[src/inc/cgr_regs.vh]
// Register offsets, field positions and reset values of the global configuration bank
`ifndef CGR_REGS_VH
`define CGR_REGS_VH

`define CGR_ADDR_W          8
`define CGR_DATA_W          8

`define CGR_OFF_BANK        8'h00
`define CGR_OFF_MCR_ONE     8'h01
`define CGR_OFF_MCR_TWO     8'h02
`define CGR_OFF_PLL_EN      8'h03
`define CGR_OFF_IN_EN       8'h04
`define CGR_OFF_OUT_EN_LO   8'h05
`define CGR_OFF_OUT_EN_HI   8'h06
`define CGR_OFF_MUX_ONE     8'h07
`define CGR_OFF_MUX_TWO     8'h08

`define CGR_RST_VAL         8'h00

`define CGR_MASK_BANK       8'h80
`define CGR_MASK_MCR_ONE    8'hEA
`define CGR_MASK_MCR_TWO    8'hF7
`define CGR_MASK_PLL_EN     8'h01
`define CGR_MASK_IN_EN      8'h07
`define CGR_MASK_OUT_EN_LO  8'hFF
`define CGR_MASK_OUT_EN_HI  8'h03
`define CGR_MASK_MUX        8'h3F

`define CGR_BIT_NVM_SEL     7
`define CGR_BIT_SOFT_RST    7
`define CGR_BIT_HARD_RST    6
`define CGR_BIT_STOP        5
`define CGR_BIT_ROSC_DIS    3
`define CGR_BIT_OD_OUT      1
`define CGR_BIT_DBL         2
`define CGR_BIT_PLL_EN      0

`define CGR_OSC_OFF         2'b00
`define CGR_OSC_XTAL        2'b01
`define CGR_OSC_SE          2'b10

`define CGR_MUX_INT         2'b00
`define CGR_MUX_FRAC        2'b01
`define CGR_MUX_PATH2       2'b11

`define CGR_ROUTE_REGS      2'b00
`define CGR_ROUTE_NVM       2'b01
`define CGR_ROUTE_ROM       2'b10

`endif

[src/cgr_global_cfg.v]
// Global configuration register bank of the clock generator
`timescale 1ns/100ps
`include "cgr_regs.vh"

// Function
// - Bit 7 at offset zero maps nonvolatile memory above address zero when present.
// - ROM bank select takes precedence over the nonvolatile memory bank select.
// - Soft reset clears everything but host port, reset bits, address and status.
// - Soft reset neither captures pin defaults nor starts the boot controller.
// - Hard reset bit acts as reset pin, capturing pins and starting boot.
// - Each output stop is global stop OR own stop, when source is global.
// - Ring oscillator powered down while its disable bit is one.
// - Data-out pin drives both levels, or only low in open-drain mode.
// - Doubler enable bit powers the clock doubler up or down.
// - Oscillator pin mode: off, crystal, single-ended input, unused.
// - Bit 0 at 03h enables the analog PLL.
// - Three input clock enable bits power input receivers and dividers.
// - Ten output enable bits power each output's dividers and stop logic.
// - Group mux codes: integer, fractional or bypass, path 2; 10 unused.
// - Mux fields at 07h and 08h serve groups A to C and D to F.
// - Bits 1:0 at 08h serve the group of outputs 6 and 7.
module cgr_global_cfg #(
    parameter       HAS_NVM  = 1,
    parameter       N_OUT    = 10,
    parameter       N_IN     = 3,
    parameter       N_GROUP  = 6
) (
    input  wire                   clk,
    input  wire                   rst_b,
    input  wire                   reg_wr,
    input  wire                   reg_rd,
    input  wire [`CGR_ADDR_W-1:0] reg_addr,
    input  wire [`CGR_DATA_W-1:0] reg_wdata,
    output reg  [`CGR_DATA_W-1:0] reg_rdata,
    output reg                    reg_rd_valid,
    input  wire                   rom_bank_select,
    output reg  [1:0]             bank_route,
    input  wire                   data_out_bit,
    input  wire                   data_out_drive,
    output reg                    data_out_o,
    output reg                    data_out_oe,
    input  wire [N_OUT-1:0]       per_output_stop_regs,
    input  wire [N_OUT-1:0]       stop_source_global,
    output wire [N_OUT-1:0]       out_stop,
    output reg  [N_OUT-1:0]       output_clock_enable,
    output reg  [N_OUT-1:0]       out_src_int,
    output reg  [N_OUT-1:0]       out_src_frac,
    output reg  [N_OUT-1:0]       out_src_path2,
    output reg  [N_IN-1:0]        input_clock_enable,
    output reg                    pll_enable,
    output reg                    clock_doubler_enable,
    output reg                    ring_osc_disable,
    output reg                    xtal_driver_en,
    output reg                    osc_se_input_en,
    output reg                    osc_pin_b_float,
    output reg                    soft_reset_out,
    output wire                   strap_capture,
    output wire                   boot_start
);

    // Register storage
    reg [`CGR_DATA_W-1:0] bank_reg;
    reg [`CGR_DATA_W-1:0] mcr_one_reg;
    reg [`CGR_DATA_W-1:0] mcr_two_reg;
    reg [`CGR_DATA_W-1:0] pll_en_reg;
    reg [`CGR_DATA_W-1:0] in_en_reg;
    reg [`CGR_DATA_W-1:0] out_en_lo_reg;
    reg [`CGR_DATA_W-1:0] out_en_hi_reg;
    reg [`CGR_DATA_W-1:0] mux_one_reg;
    reg [`CGR_DATA_W-1:0] mux_two_reg;

    wire                  core_reset;
    wire                  soft_bit;
    wire                  hard_bit;
    wire                  global_stop;
    wire                  nvm_bank_select;
    wire                  upper_redirect;
    wire                  regs_visible;
    wire                  wr_hit;
    wire [1:0]            route_next;
    wire [15:0]           out_en_all;
    wire [`CGR_DATA_W-1:0] wdata_mcr_one;
    reg  [`CGR_DATA_W-1:0] rdata_next;
    reg  [1:0]            group_code [0:N_GROUP-1];

    assign soft_bit        = mcr_one_reg[`CGR_BIT_SOFT_RST];
    assign hard_bit        = mcr_one_reg[`CGR_BIT_HARD_RST];
    assign global_stop     = mcr_one_reg[`CGR_BIT_STOP];
    assign nvm_bank_select = (HAS_NVM != 0) & bank_reg[`CGR_BIT_NVM_SEL];

    // ROM select wins, so the bank bit is only consulted without it
    assign route_next = rom_bank_select ? `CGR_ROUTE_ROM :
                        nvm_bank_select ? `CGR_ROUTE_NVM : `CGR_ROUTE_REGS;

    // Offset zero always reaches this bank, higher ones only in register mode
    assign upper_redirect = (route_next != `CGR_ROUTE_REGS);
    assign regs_visible   = (reg_addr == `CGR_OFF_BANK) || !upper_redirect;
    assign wr_hit         = reg_wr && regs_visible;

    assign out_en_all = {out_en_hi_reg, out_en_lo_reg};

    // Hard bit always writable, soft bit unless the hard bit is set; other bits held at zero while reset is held
    assign wdata_mcr_one = reg_wdata & `CGR_MASK_MCR_ONE;

    cgr_reset_ctl u_reset_ctl (
        .clk            (clk),
        .rst_b          (rst_b),
        .soft_reset_bit (soft_bit),
        .hard_reset_bit (hard_bit),
        .core_reset     (core_reset),
        .strap_capture  (strap_capture),
        .boot_start     (boot_start)
    );

    // First master register in one process; reset bits outlive the resets they cause
    always @(posedge clk or negedge rst_b) begin
        if (!rst_b) begin
            mcr_one_reg <= `CGR_RST_VAL;
        end else begin
            // Soft bit: only the pin, the hard bit or a write of zero clear it
            if (hard_bit) begin
                mcr_one_reg[`CGR_BIT_SOFT_RST] <= 1'b0;
            end else if (wr_hit && reg_addr == `CGR_OFF_MCR_ONE) begin
                mcr_one_reg[`CGR_BIT_SOFT_RST] <= wdata_mcr_one[`CGR_BIT_SOFT_RST];
            end
            // Hard bit survives every reset but the pin
            if (wr_hit && reg_addr == `CGR_OFF_MCR_ONE) begin
                mcr_one_reg[`CGR_BIT_HARD_RST] <= wdata_mcr_one[`CGR_BIT_HARD_RST];
            end
            if (core_reset || soft_bit || hard_bit) begin
                mcr_one_reg[5:0] <= 6'h00;
            end else if (wr_hit && reg_addr == `CGR_OFF_MCR_ONE) begin
                mcr_one_reg[5:0] <= wdata_mcr_one[5:0];
            end
        end
    end

    // Plain configuration registers
    always @(posedge clk or negedge rst_b) begin
        if (!rst_b) begin
            bank_reg      <= `CGR_RST_VAL;
            mcr_two_reg   <= `CGR_RST_VAL;
            pll_en_reg    <= `CGR_RST_VAL;
            in_en_reg     <= `CGR_RST_VAL;
            out_en_lo_reg <= `CGR_RST_VAL;
            out_en_hi_reg <= `CGR_RST_VAL;
            mux_one_reg   <= `CGR_RST_VAL;
            mux_two_reg   <= `CGR_RST_VAL;
        end else if (core_reset || soft_bit || hard_bit) begin
            bank_reg      <= `CGR_RST_VAL;
            mcr_two_reg   <= `CGR_RST_VAL;
            pll_en_reg    <= `CGR_RST_VAL;
            in_en_reg     <= `CGR_RST_VAL;
            out_en_lo_reg <= `CGR_RST_VAL;
            out_en_hi_reg <= `CGR_RST_VAL;
            mux_one_reg   <= `CGR_RST_VAL;
            mux_two_reg   <= `CGR_RST_VAL;
        end else if (wr_hit) begin
            case (reg_addr)
                `CGR_OFF_BANK: begin
                    bank_reg <= reg_wdata & `CGR_MASK_BANK;
                end
                `CGR_OFF_MCR_TWO: begin
                    // Monitor bits stored as written, they steer nothing here
                    mcr_two_reg <= reg_wdata & `CGR_MASK_MCR_TWO;
                end
                `CGR_OFF_PLL_EN: begin
                    pll_en_reg <= reg_wdata & `CGR_MASK_PLL_EN;
                end
                `CGR_OFF_IN_EN: begin
                    in_en_reg <= reg_wdata & `CGR_MASK_IN_EN;
                end
                `CGR_OFF_OUT_EN_LO: begin
                    out_en_lo_reg <= reg_wdata & `CGR_MASK_OUT_EN_LO;
                end
                `CGR_OFF_OUT_EN_HI: begin
                    out_en_hi_reg <= reg_wdata & `CGR_MASK_OUT_EN_HI;
                end
                `CGR_OFF_MUX_ONE: begin
                    mux_one_reg <= reg_wdata & `CGR_MASK_MUX;
                end
                `CGR_OFF_MUX_TWO: begin
                    mux_two_reg <= reg_wdata & `CGR_MASK_MUX;
                end
                default: begin
                    bank_reg <= bank_reg;
                end
            endcase
        end
    end

    // Read mux; unmapped or redirected offsets answer zero
    always @* begin
        rdata_next = `CGR_RST_VAL;
        if (regs_visible) begin
            case (reg_addr)
                `CGR_OFF_BANK:      rdata_next = bank_reg;
                `CGR_OFF_MCR_ONE:   rdata_next = mcr_one_reg;
                `CGR_OFF_MCR_TWO:   rdata_next = mcr_two_reg;
                `CGR_OFF_PLL_EN:    rdata_next = pll_en_reg;
                `CGR_OFF_IN_EN:     rdata_next = in_en_reg;
                `CGR_OFF_OUT_EN_LO: rdata_next = out_en_lo_reg;
                `CGR_OFF_OUT_EN_HI: rdata_next = out_en_hi_reg;
                `CGR_OFF_MUX_ONE:   rdata_next = mux_one_reg;
                `CGR_OFF_MUX_TWO:   rdata_next = mux_two_reg;
                default:            rdata_next = `CGR_RST_VAL;
            endcase
        end
    end

    always @(posedge clk or negedge rst_b) begin
        if (!rst_b) begin
            reg_rdata    <= `CGR_RST_VAL;
            reg_rd_valid <= 1'b0;
        end else begin
            reg_rd_valid <= reg_rd;
            if (reg_rd) begin
                reg_rdata <= rdata_next;
            end
        end
    end

    // Bank routing towards the host interface
    always @(posedge clk or negedge rst_b) begin
        if (!rst_b) begin
            bank_route <= `CGR_ROUTE_REGS;
        end else begin
            bank_route <= route_next;
        end
    end

    // Serial data-out pin; the host port owns timing, this owns drive style
    always @(posedge clk or negedge rst_b) begin
        if (!rst_b) begin
            data_out_o  <= 1'b0;
            data_out_oe <= 1'b0;
        end else if (mcr_one_reg[`CGR_BIT_OD_OUT]) begin
            data_out_o  <= 1'b0;
            data_out_oe <= data_out_drive & ~data_out_bit;
        end else begin
            data_out_o  <= data_out_bit;
            data_out_oe <= data_out_drive;
        end
    end

    // Analog controls
    always @(posedge clk or negedge rst_b) begin
        if (!rst_b) begin
            pll_enable           <= 1'b0;
            clock_doubler_enable <= 1'b0;
            ring_osc_disable     <= 1'b0;
            input_clock_enable   <= {N_IN{1'b0}};
            output_clock_enable  <= {N_OUT{1'b0}};
            soft_reset_out       <= 1'b0;
        end else begin
            pll_enable           <= pll_en_reg[`CGR_BIT_PLL_EN];
            clock_doubler_enable <= mcr_two_reg[`CGR_BIT_DBL];
            ring_osc_disable     <= mcr_one_reg[`CGR_BIT_ROSC_DIS];
            input_clock_enable   <= in_en_reg[N_IN-1:0];
            output_clock_enable  <= out_en_all[N_OUT-1:0];
            soft_reset_out       <= soft_bit;
        end
    end

    // Oscillator pin mode; the unused code leaves everything off
    always @(posedge clk or negedge rst_b) begin
        if (!rst_b) begin
            xtal_driver_en  <= 1'b0;
            osc_se_input_en <= 1'b0;
            osc_pin_b_float <= 1'b0;
        end else begin
            case (mcr_two_reg[1:0])
                `CGR_OSC_XTAL: begin
                    xtal_driver_en  <= 1'b1;
                    osc_se_input_en <= 1'b0;
                    osc_pin_b_float <= 1'b0;
                end
                `CGR_OSC_SE: begin
                    xtal_driver_en  <= 1'b0;
                    osc_se_input_en <= 1'b1;
                    osc_pin_b_float <= 1'b1;
                end
                default: begin
                    xtal_driver_en  <= 1'b0;
                    osc_se_input_en <= 1'b0;
                    osc_pin_b_float <= 1'b0;
                end
            endcase
        end
    end

    // Group mux fields: A, B, C in the first, D, E, F in the second
    always @* begin
        group_code[0] = mux_one_reg[1:0];
        group_code[1] = mux_one_reg[3:2];
        group_code[2] = mux_one_reg[5:4];
        group_code[3] = mux_two_reg[1:0];
        group_code[4] = mux_two_reg[3:2];
        group_code[5] = mux_two_reg[5:4];
    end

    // Output to group: 1-2 A, 3 B, 4-5 C, 6-7 D, 8 E, 9-10 F
    function [2:0] group_of;
        input integer idx;
        begin
            if (idx < 2)
                group_of = 3'd0;
            else if (idx < 3)
                group_of = 3'd1;
            else if (idx < 5)
                group_of = 3'd2;
            else if (idx < 7)
                group_of = 3'd3;
            else if (idx < 8)
                group_of = 3'd4;
            else
                group_of = 3'd5;
        end
    endfunction

    genvar gi;
    generate
        for (gi = 0; gi < N_OUT; gi = gi + 1) begin : g_out
            // Code 10 selects no source at all
            always @(posedge clk or negedge rst_b) begin
                if (!rst_b) begin
                    out_src_int[gi]   <= 1'b0;
                    out_src_frac[gi]  <= 1'b0;
                    out_src_path2[gi] <= 1'b0;
                end else begin
                    out_src_int[gi]   <= (group_code[group_of(gi)] == `CGR_MUX_INT);
                    out_src_frac[gi]  <= (group_code[group_of(gi)] == `CGR_MUX_FRAC);
                    out_src_path2[gi] <= (group_code[group_of(gi)] == `CGR_MUX_PATH2);
                end
            end

            cgr_out_stop u_stop (
                .clk           (clk),
                .rst_b         (rst_b),
                .core_reset    (core_reset),
                .out_enable    (out_en_all[gi]),
                .src_is_global (stop_source_global[gi]),
                .global_stop   (global_stop),
                .own_stop      (per_output_stop_regs[gi]),
                .stop_int      (out_stop[gi])
            );
        end
    endgenerate

endmodule

[src/cgr_out_stop.v]
// Internal stop control of one output clock
`timescale 1ns/100ps

module cgr_out_stop (
    input  wire clk,
    input  wire rst_b,
    input  wire core_reset,
    input  wire out_enable,
    input  wire src_is_global,
    input  wire global_stop,
    input  wire own_stop,
    output reg  stop_int
);

    always @(posedge clk or negedge rst_b) begin
        if (!rst_b) begin
            stop_int <= 1'b0;
        end else if (core_reset || !out_enable) begin
            // Disabled output has its start/stop circuitry idle
            stop_int <= 1'b0;
        end else begin
            stop_int <= src_is_global & (global_stop | own_stop);
        end
    end

endmodule

[src/cgr_reset_ctl.v]
// Reset sequencing: soft and hard reset bits, strap capture and boot start pulses
`timescale 1ns/100ps
`include "cgr_regs.vh"

module cgr_reset_ctl (
    input  wire clk,
    input  wire rst_b,
    input  wire soft_reset_bit,
    input  wire hard_reset_bit,
    output reg  core_reset,
    output reg  strap_capture,
    output reg  boot_start
);

    // Pending from pin reset onward; cleared only once all resets are gone
    reg boot_pend_reg;

    always @(posedge clk or negedge rst_b) begin
        if (!rst_b) begin
            core_reset    <= 1'b1;
            boot_pend_reg <= 1'b1;
            strap_capture <= 1'b0;
            boot_start    <= 1'b0;
        end else begin
            core_reset    <= soft_reset_bit | hard_reset_bit;
            strap_capture <= 1'b0;
            boot_start    <= 1'b0;
            if (hard_reset_bit) begin
                boot_pend_reg <= 1'b1;
            end else if (boot_pend_reg && !soft_reset_bit) begin
                // Soft reset holds off the capture rather than dropping it
                boot_pend_reg <= 1'b0;
                strap_capture <= 1'b1;
                boot_start    <= 1'b1;
            end
        end
    end

endmodule

[config.mk]
export PLATFORM = sky130hd
export DESIGN_NAME = cgr_global_cfg
export DESIGN_NICKNAME = d
export VERILOG_FILES = /design/src/cgr_global_cfg.v /design/src/cgr_out_stop.v /design/src/cgr_reset_ctl.v
export VERILOG_INCLUDE_DIRS = /design/src /design/src/inc
export SDC_FILE = /design/constraint.sdc
export NUM_CORES = 1
export LEC_CHECK = 0
export BUFFER_PORTS_ARGS = -buffer_cell sky130_fd_sc_hd__buf_2
export CAP_MARGIN = 5
export CORE_MARGIN = 2
export CORE_UTILIZATION = 45
export CTS_BUF_LIST = sky130_fd_sc_hd__clkbuf_4
export CTS_CLUSTER_SIZE = 30
export DETAILED_ROUTE_END_ITERATION = 10
export PLACE_DENSITY = 0.7
export SYNTH_ARGS = -nofsm -noshare
export SYNTH_HDL_FRONTEND = slang
export SYNTH_SLANG_ARGS = --single-unit
[constraint.sdc]
create_clock -name clk -period 2.19 [get_ports clk]
set_input_delay 0.1095 -clock clk [delete_from_list [all_inputs] [get_ports clk]]
set_output_delay 0.1095 -clock clk [all_outputs]
set_load 0.005 [all_outputs]
======== Yosys cells after proc, flatten, opt, wreduce, memory -nomap -nowiden ========
Index checks and enable logic that the tools add are counted.
W data, S select, Z words.
word-level totals
  bits in registers ....................... 135
  output and inout port bits .............. 75
  word-level logic and storage cells ...... 206
operators by class
  eq/ne operators ......................... 22
  multiplexer cells ....................... 50
  bitwise gates (word level) .............. 23
  reductions and logical operators ........ 56
operator list
  kind                  count
  $mux W8               25
  $pmux W8 S9           1
  $eq A8 B3 Y1 const B  4
  $reduce_bool A2 Y1    13
  $mux W1               21
  $eq A8 B2 Y1 const B  2
  $reduce_and A2 Y1     8
  $eq A2 B1 Y1 const B  7
  $eq A2 B2 Y1 const B  7
  $logic_or A1 B1 Y1    13
  $logic_not A1 Y1      12
  $logic_not A2 Y1      6
  $mux W6               2
  $and A1 B1 Y1         11
  $or A1 B1 Y1          11
  $eq A8 B1 Y1 const B  1
  $eq A8 B4 Y1 const B  1
  $logic_not A8 Y1      1
  $logic_and A1 B1 Y1   3
  $mux W2               1
  $not A1 Y1            1

======== Logic depth before layout (Yosys ltp) ========
  word-level depth ........................ 9
  mapped depth ............................ 6
  mapped depth without buffers ............ 4

======== Hierarchy ========
A second synthesis with hierarchy kept.
second synthesis, totals
  cells, all modules ...................... 331
  area total of the unflattened synthesis .. 4309.1 um^2
modules (own cells, without submodules)
  module          instances  cells each  area each (um^2)  seq. area each (um^2)
  cgr_global_cfg  1          294         3763.6            2227.1
  cgr_out_stop    10         3           43.8              25.0
  cgr_reset_ctl   1          7           107.6             77.6

======== Worst setup path after synthesis ========
No wires, ideal clock.
  kind .................................... flip-flop to flip-flop
  start point ............................. reg bank_reg[7]
  end point ............................... reg mcr_one_reg[6]
  arrival ................................. 1663 ps
  data required time ...................... 2065 ps
  setup slack ............................. 402 ps
  stages on the path, launching flop included .. 4
  path buffers ............................ 0
  clock period less this slack ............ 1788 ps
  path through ............................ dfrtp_1 -> or3b_2 -> nor4_4 -> mux2_2
on the way
  word-level cells in the longest chain between the ends .. 7
RTL lines
  item                                  line                  text
  start, declared                       cgr_global_cfg.v:62   reg [`CGR_DATA_W-1:0] bank_reg;
  start signal, assigned                cgr_global_cfg.v:141  bank_reg <= `CGR_RST_VAL;
  start signal, assigned                cgr_global_cfg.v:150  bank_reg <= `CGR_RST_VAL;
  start signal, assigned                cgr_global_cfg.v:161  bank_reg <= reg_wdata & `CGR_MASK_BANK;
  $mux W1 (no source line)              -
  $mux W2 (no source line)              -
  $reduce_bool A2 Y1 (no source line)   -
  $logic_not A1 Y1                      cgr_global_cfg.v:97   assign regs_visible = (reg_addr == `CGR_OFF_BANK) || !upper_redirect;
  $logic_or A1 B1 Y1                    cgr_global_cfg.v:97
  $logic_and A1 B1 Y1                   cgr_global_cfg.v:98   assign wr_hit = reg_wr && regs_visible;
  $logic_and A1 B1 Y1 (no source line)  -
  end signal, assigned                  cgr_global_cfg.v:118  mcr_one_reg <= `CGR_RST_VAL;
  end signal, assigned by index         cgr_global_cfg.v:124  mcr_one_reg[`CGR_BIT_SOFT_RST] <= wdata_mcr_one[`CGR_BIT_SOFT_RST];
  end signal, assigned by index         cgr_global_cfg.v:128  mcr_one_reg[`CGR_BIT_HARD_RST] <= wdata_mcr_one[`CGR_BIT_HARD_RST];
  end, declared                         cgr_global_cfg.v:63   reg [`CGR_DATA_W-1:0] mcr_one_reg;
Every way passes these cells.
A chain may end at the register's enable or synchronous reset.

======== Final worst setup path ========
  start point ............................. reg bank_reg[7]
  end point ............................... reg mux_one_reg[0]
on the way
  word-level cells in the longest chain between the ends .. 8
RTL lines
  item                                 line                  text
  $mux W1 (no source line)             -
  $mux W2 (no source line)             -
  $reduce_bool A2 Y1 (no source line)  -
  $logic_not A1 Y1                     cgr_global_cfg.v:97
  $logic_or A1 B1 Y1                   cgr_global_cfg.v:97
  $logic_and A1 B1 Y1                  cgr_global_cfg.v:98
  $reduce_bool A2 Y1 (no source line)  -
  $reduce_and A2 Y1 (no source line)   -
  end signal, assigned                 cgr_global_cfg.v:147  mux_one_reg <= `CGR_RST_VAL;
  end signal, assigned                 cgr_global_cfg.v:156  mux_one_reg <= `CGR_RST_VAL;
  end signal, assigned                 cgr_global_cfg.v:180  mux_one_reg <= reg_wdata & `CGR_MASK_MUX;
  end, declared                        cgr_global_cfg.v:69   reg [`CGR_DATA_W-1:0] mux_one_reg;
Every way passes these cells.

==> results.md <==
* Outcome: completed
* First-pass GRT wire length at 16360 um
* Row cnt at 35
* Setup bufs post-CTS at 0
* Setup CP Type: register to register
* Commonest non-fill, non-tap cells in the layout: 116 x buf_2, 100 x dfrtp_1, 40 x nor2_1, 35 x mux2i_1
* Syn_area_per_cell at 11.44 um^2
* Routed WL per cell at 16.40 um
* Initial Utilization at 0.4657
* DRT Pass-1 Iters at 4
* Syn Inst Count at 376
* Final count of pins violating max slew at 0
* Worst-path fanout max at 8
* Synthesized area at 4303 um^2
* HPWL Detailed at 7586 um
* DIE HEIGHT at 101.8 um
* Max-cap violation count at 0
* Hold Path Class: primary input to register
* Main combinational cell family by area after synthesis: simple AND/OR/NAND/NOR gates
* Synth Flop Type: dfrtp_1
* Setup_tns at 0 ps
* Ant. Diodes at 0
* Die ar. at 10360 um^2
* DR vias/cell at 5.098
* Setup ws final at 276.8 ps
* Inserted Clock Buffers at 9
* Area Growth Syn to Fin at 25.62%
* Data required, critical path at 2580 ps
* Worst-path clk slew at 160 ps
* Die width at 101.8 um
* Tcrit/Tclk final at 0.8736
* Max Used Layer: met4
* Dpl ws at 155.4 ps
* Peak supply drop at 0.3981 mV
* I/O Pins at 118
* Capturing element type of the critical path: register
* Slew Limit Headroom at 0.5873
* Gr usage total at 0.2086
* Max Freq at 522.7 MHz
* WL final at 10530 um
* Synth Register Bits at 102
* Syn. warnings at 0
* XOR/XNOR Fraction of Synth Area at 0
* Fin Clk Skew at 13.30 ps
* Pin count of the biggest net entering global routing at 46
* Share of post-route cells with drive strength above 1 at 0.3138
* RSZ-0062 raised after global routing: no
* Worst-Margin Slew at 619.1 ps
* Clk root buf: clkbuf_4
* Pwr Total at 3.805 mW
* Met3 routed WL at 644 um
* Compound-Gate Fraction of Synth Area at 0.07822
* Mux contribution to synthesized area at 0.08665
* Worst-Skew Late Latency at 470 ps
* Clock sink total at 102
* Number of I/O port buffers at 117
* Final nets at 551
* GRT overflow at 0
* Iteration-0 DRC Markers at 197
* H-tree lvl count at 3
* Wire length on met2 at 4910 um
* Core area at 9240 um^2
* Post-Synth Simple-Gate Area at 0.1719
* Register area share after synthesis at 0.5938
* Post-synthesis adder-cell area fraction at 0.002326
* Setup violators final at 0
* Biggest regs: g_out.u_stop.stop_int: 10 flops, output_clock_enable: 10 flops
* Clock buffer depth at 2
* Post-synth EDFFs at 0
* Vias at 3273
* Leakage at 2.814 nW
* Placer's final routability congestion estimate at 0.8680
* Fin. Hold Viols at 0
* Initial antenna violation count at 0
* Power Dens Cells at 703.9 nW/um^2
* CTS tree: done
* WL met1 at 4725 um
* Most common cell after layout, fill and taps aside: buf_2
* CP startpoint kind: register
* Remaining DRCs at 0
* Async SR Flop Fraction at 1.000
* Distinct cells, synth at 52
* Minimum clock period at 1913 ps
* CP arrival at 2300 ps
* Routed Antenna Nets at 0
* Vias in the first global route at 3245
* Syn Nets at 419
[final timing paths]
kind,depth (start not counted),slack [ps],from,endpoint
setup / recovery,4,280,bank_reg[7]$_DFFE_PN0P_,mux_one_reg[0]$_DFFE_PN0P_
hold / removal,4,60,reg_wr,bank_reg[7]$_DFFE_PN0P_
setup reg to reg,4,280,bank_reg[7]$_DFFE_PN0P_,mux_one_reg[0]$_DFFE_PN0P_
hold reg to reg,0,450,pll_en_reg[0]$_DFFE_PN0P_,pll_enable$_DFF_PN0_
max in group asynchronous,3,1400,rst_b,mux_one_reg[0]$_DFFE_PN0P_
min in group asynchronous,2,140,rst_b,out_src_path2[6]$_DFF_PN0_
[metrics by stage]
stage / std cells / utilization / area (um^2) / hold slack, ps
after floorplan: 376 / - / 4303 / -186.1
final: 642 / 0.5850 / 5405 / 56.76
after global routing: 642 / 0.5850 / 5405 / 71.65
after global placement: 593 / 0.5315 / 4911 / 122.3
after detailed placement: 593 / 0.5315 / 4911 / 129.1
after CTS: 642 / 0.5844 / 5400 / 52.08
[worst max-delay path, cell delays in order, from the launching register on]
cell     delay, ps
dfrtp_1        460
nor3b_1        390
nand4_1        390
or2_2          460
o21ai_0        150
[cells by family (layout without fill, tap and decap cells)]
kind of cell | after synthesis | in the layout
compound gates | 46 | 46
mux | 37 | 37
flops | 102 | 102
simple gates | 138 | 138
buf+inv | 52 | 189
fa+ha+maj | 1 | 1
[routing by layer]
layer  up-vias  GRT usage
met5         -          0
met4         0    0.08316
met3        21    0.04348
met2       124     0.3188
met1      1587     0.2924
li1       1541          -
[cell type report]
type	instances	area, um^2
fillers	805	3835
flip-flops and latches	102	2555
multi-input cells	222	1464
repair buffers	163	1028
well taps	129	161.4
clock inverters	7	91.34
clock buffers	9	67.56
inverters	10	37.54
[report_power, final]
| group | leakage (nW) | total, mW | switching [mW] | internal, mW |
|---|---|---|---|---|
| clock network | 0.0818 | 1.05 | 0.671 | 0.376 |
| logic | 1.37 | 0.536 | 0.283 | 0.254 |
| registers | 1.36 | 2.22 | 0.141 | 2.08 |
| total | 2.81 | 3.80 | 1.10 | 2.71 |
[synthesized netlist by cell type, drive strengths merged (2+ instances only)]
cell type / instances / area (um^2)
a21boi: 2 / 15.01
a22o: 2 / 17.52
a22oi: 3 / 22.52
a32oi: 2 / 17.52
and2: 6 / 37.54
and4: 3 / 26.28
buf: 28 / 198.9
clkbuf: 14 / 52.55
dfrtp: 100 / 2502
dfstp: 2 / 52.55
inv: 10 / 37.54
mux2: 2 / 22.52
mux2i: 35 / 350.3
nand2: 33 / 123.9
nand2b: 2 / 12.51
nand3: 8 / 50.05
nand3b: 2 / 15.01
nand4: 3 / 18.77
nand4b: 2 / 17.52
nor2: 40 / 150.1
nor2b: 14 / 87.58
nor3: 11 / 66.32
nor3b: 2 / 15.01
nor4: 2 / 42.54
o211ai: 9 / 67.56
o21a: 3 / 22.52
o21ai: 7 / 35.03
o22ai: 6 / 37.54
or2: 2 / 12.51
or3b: 4 / 35.04
[timing repair]
action,in CTS,in global routing
hold endpoints to repair,83,0
resized for setup,0,1
hold buffers,33,0
setup endpoints to repair,0,3
Power figures use the tool's default switching activity.
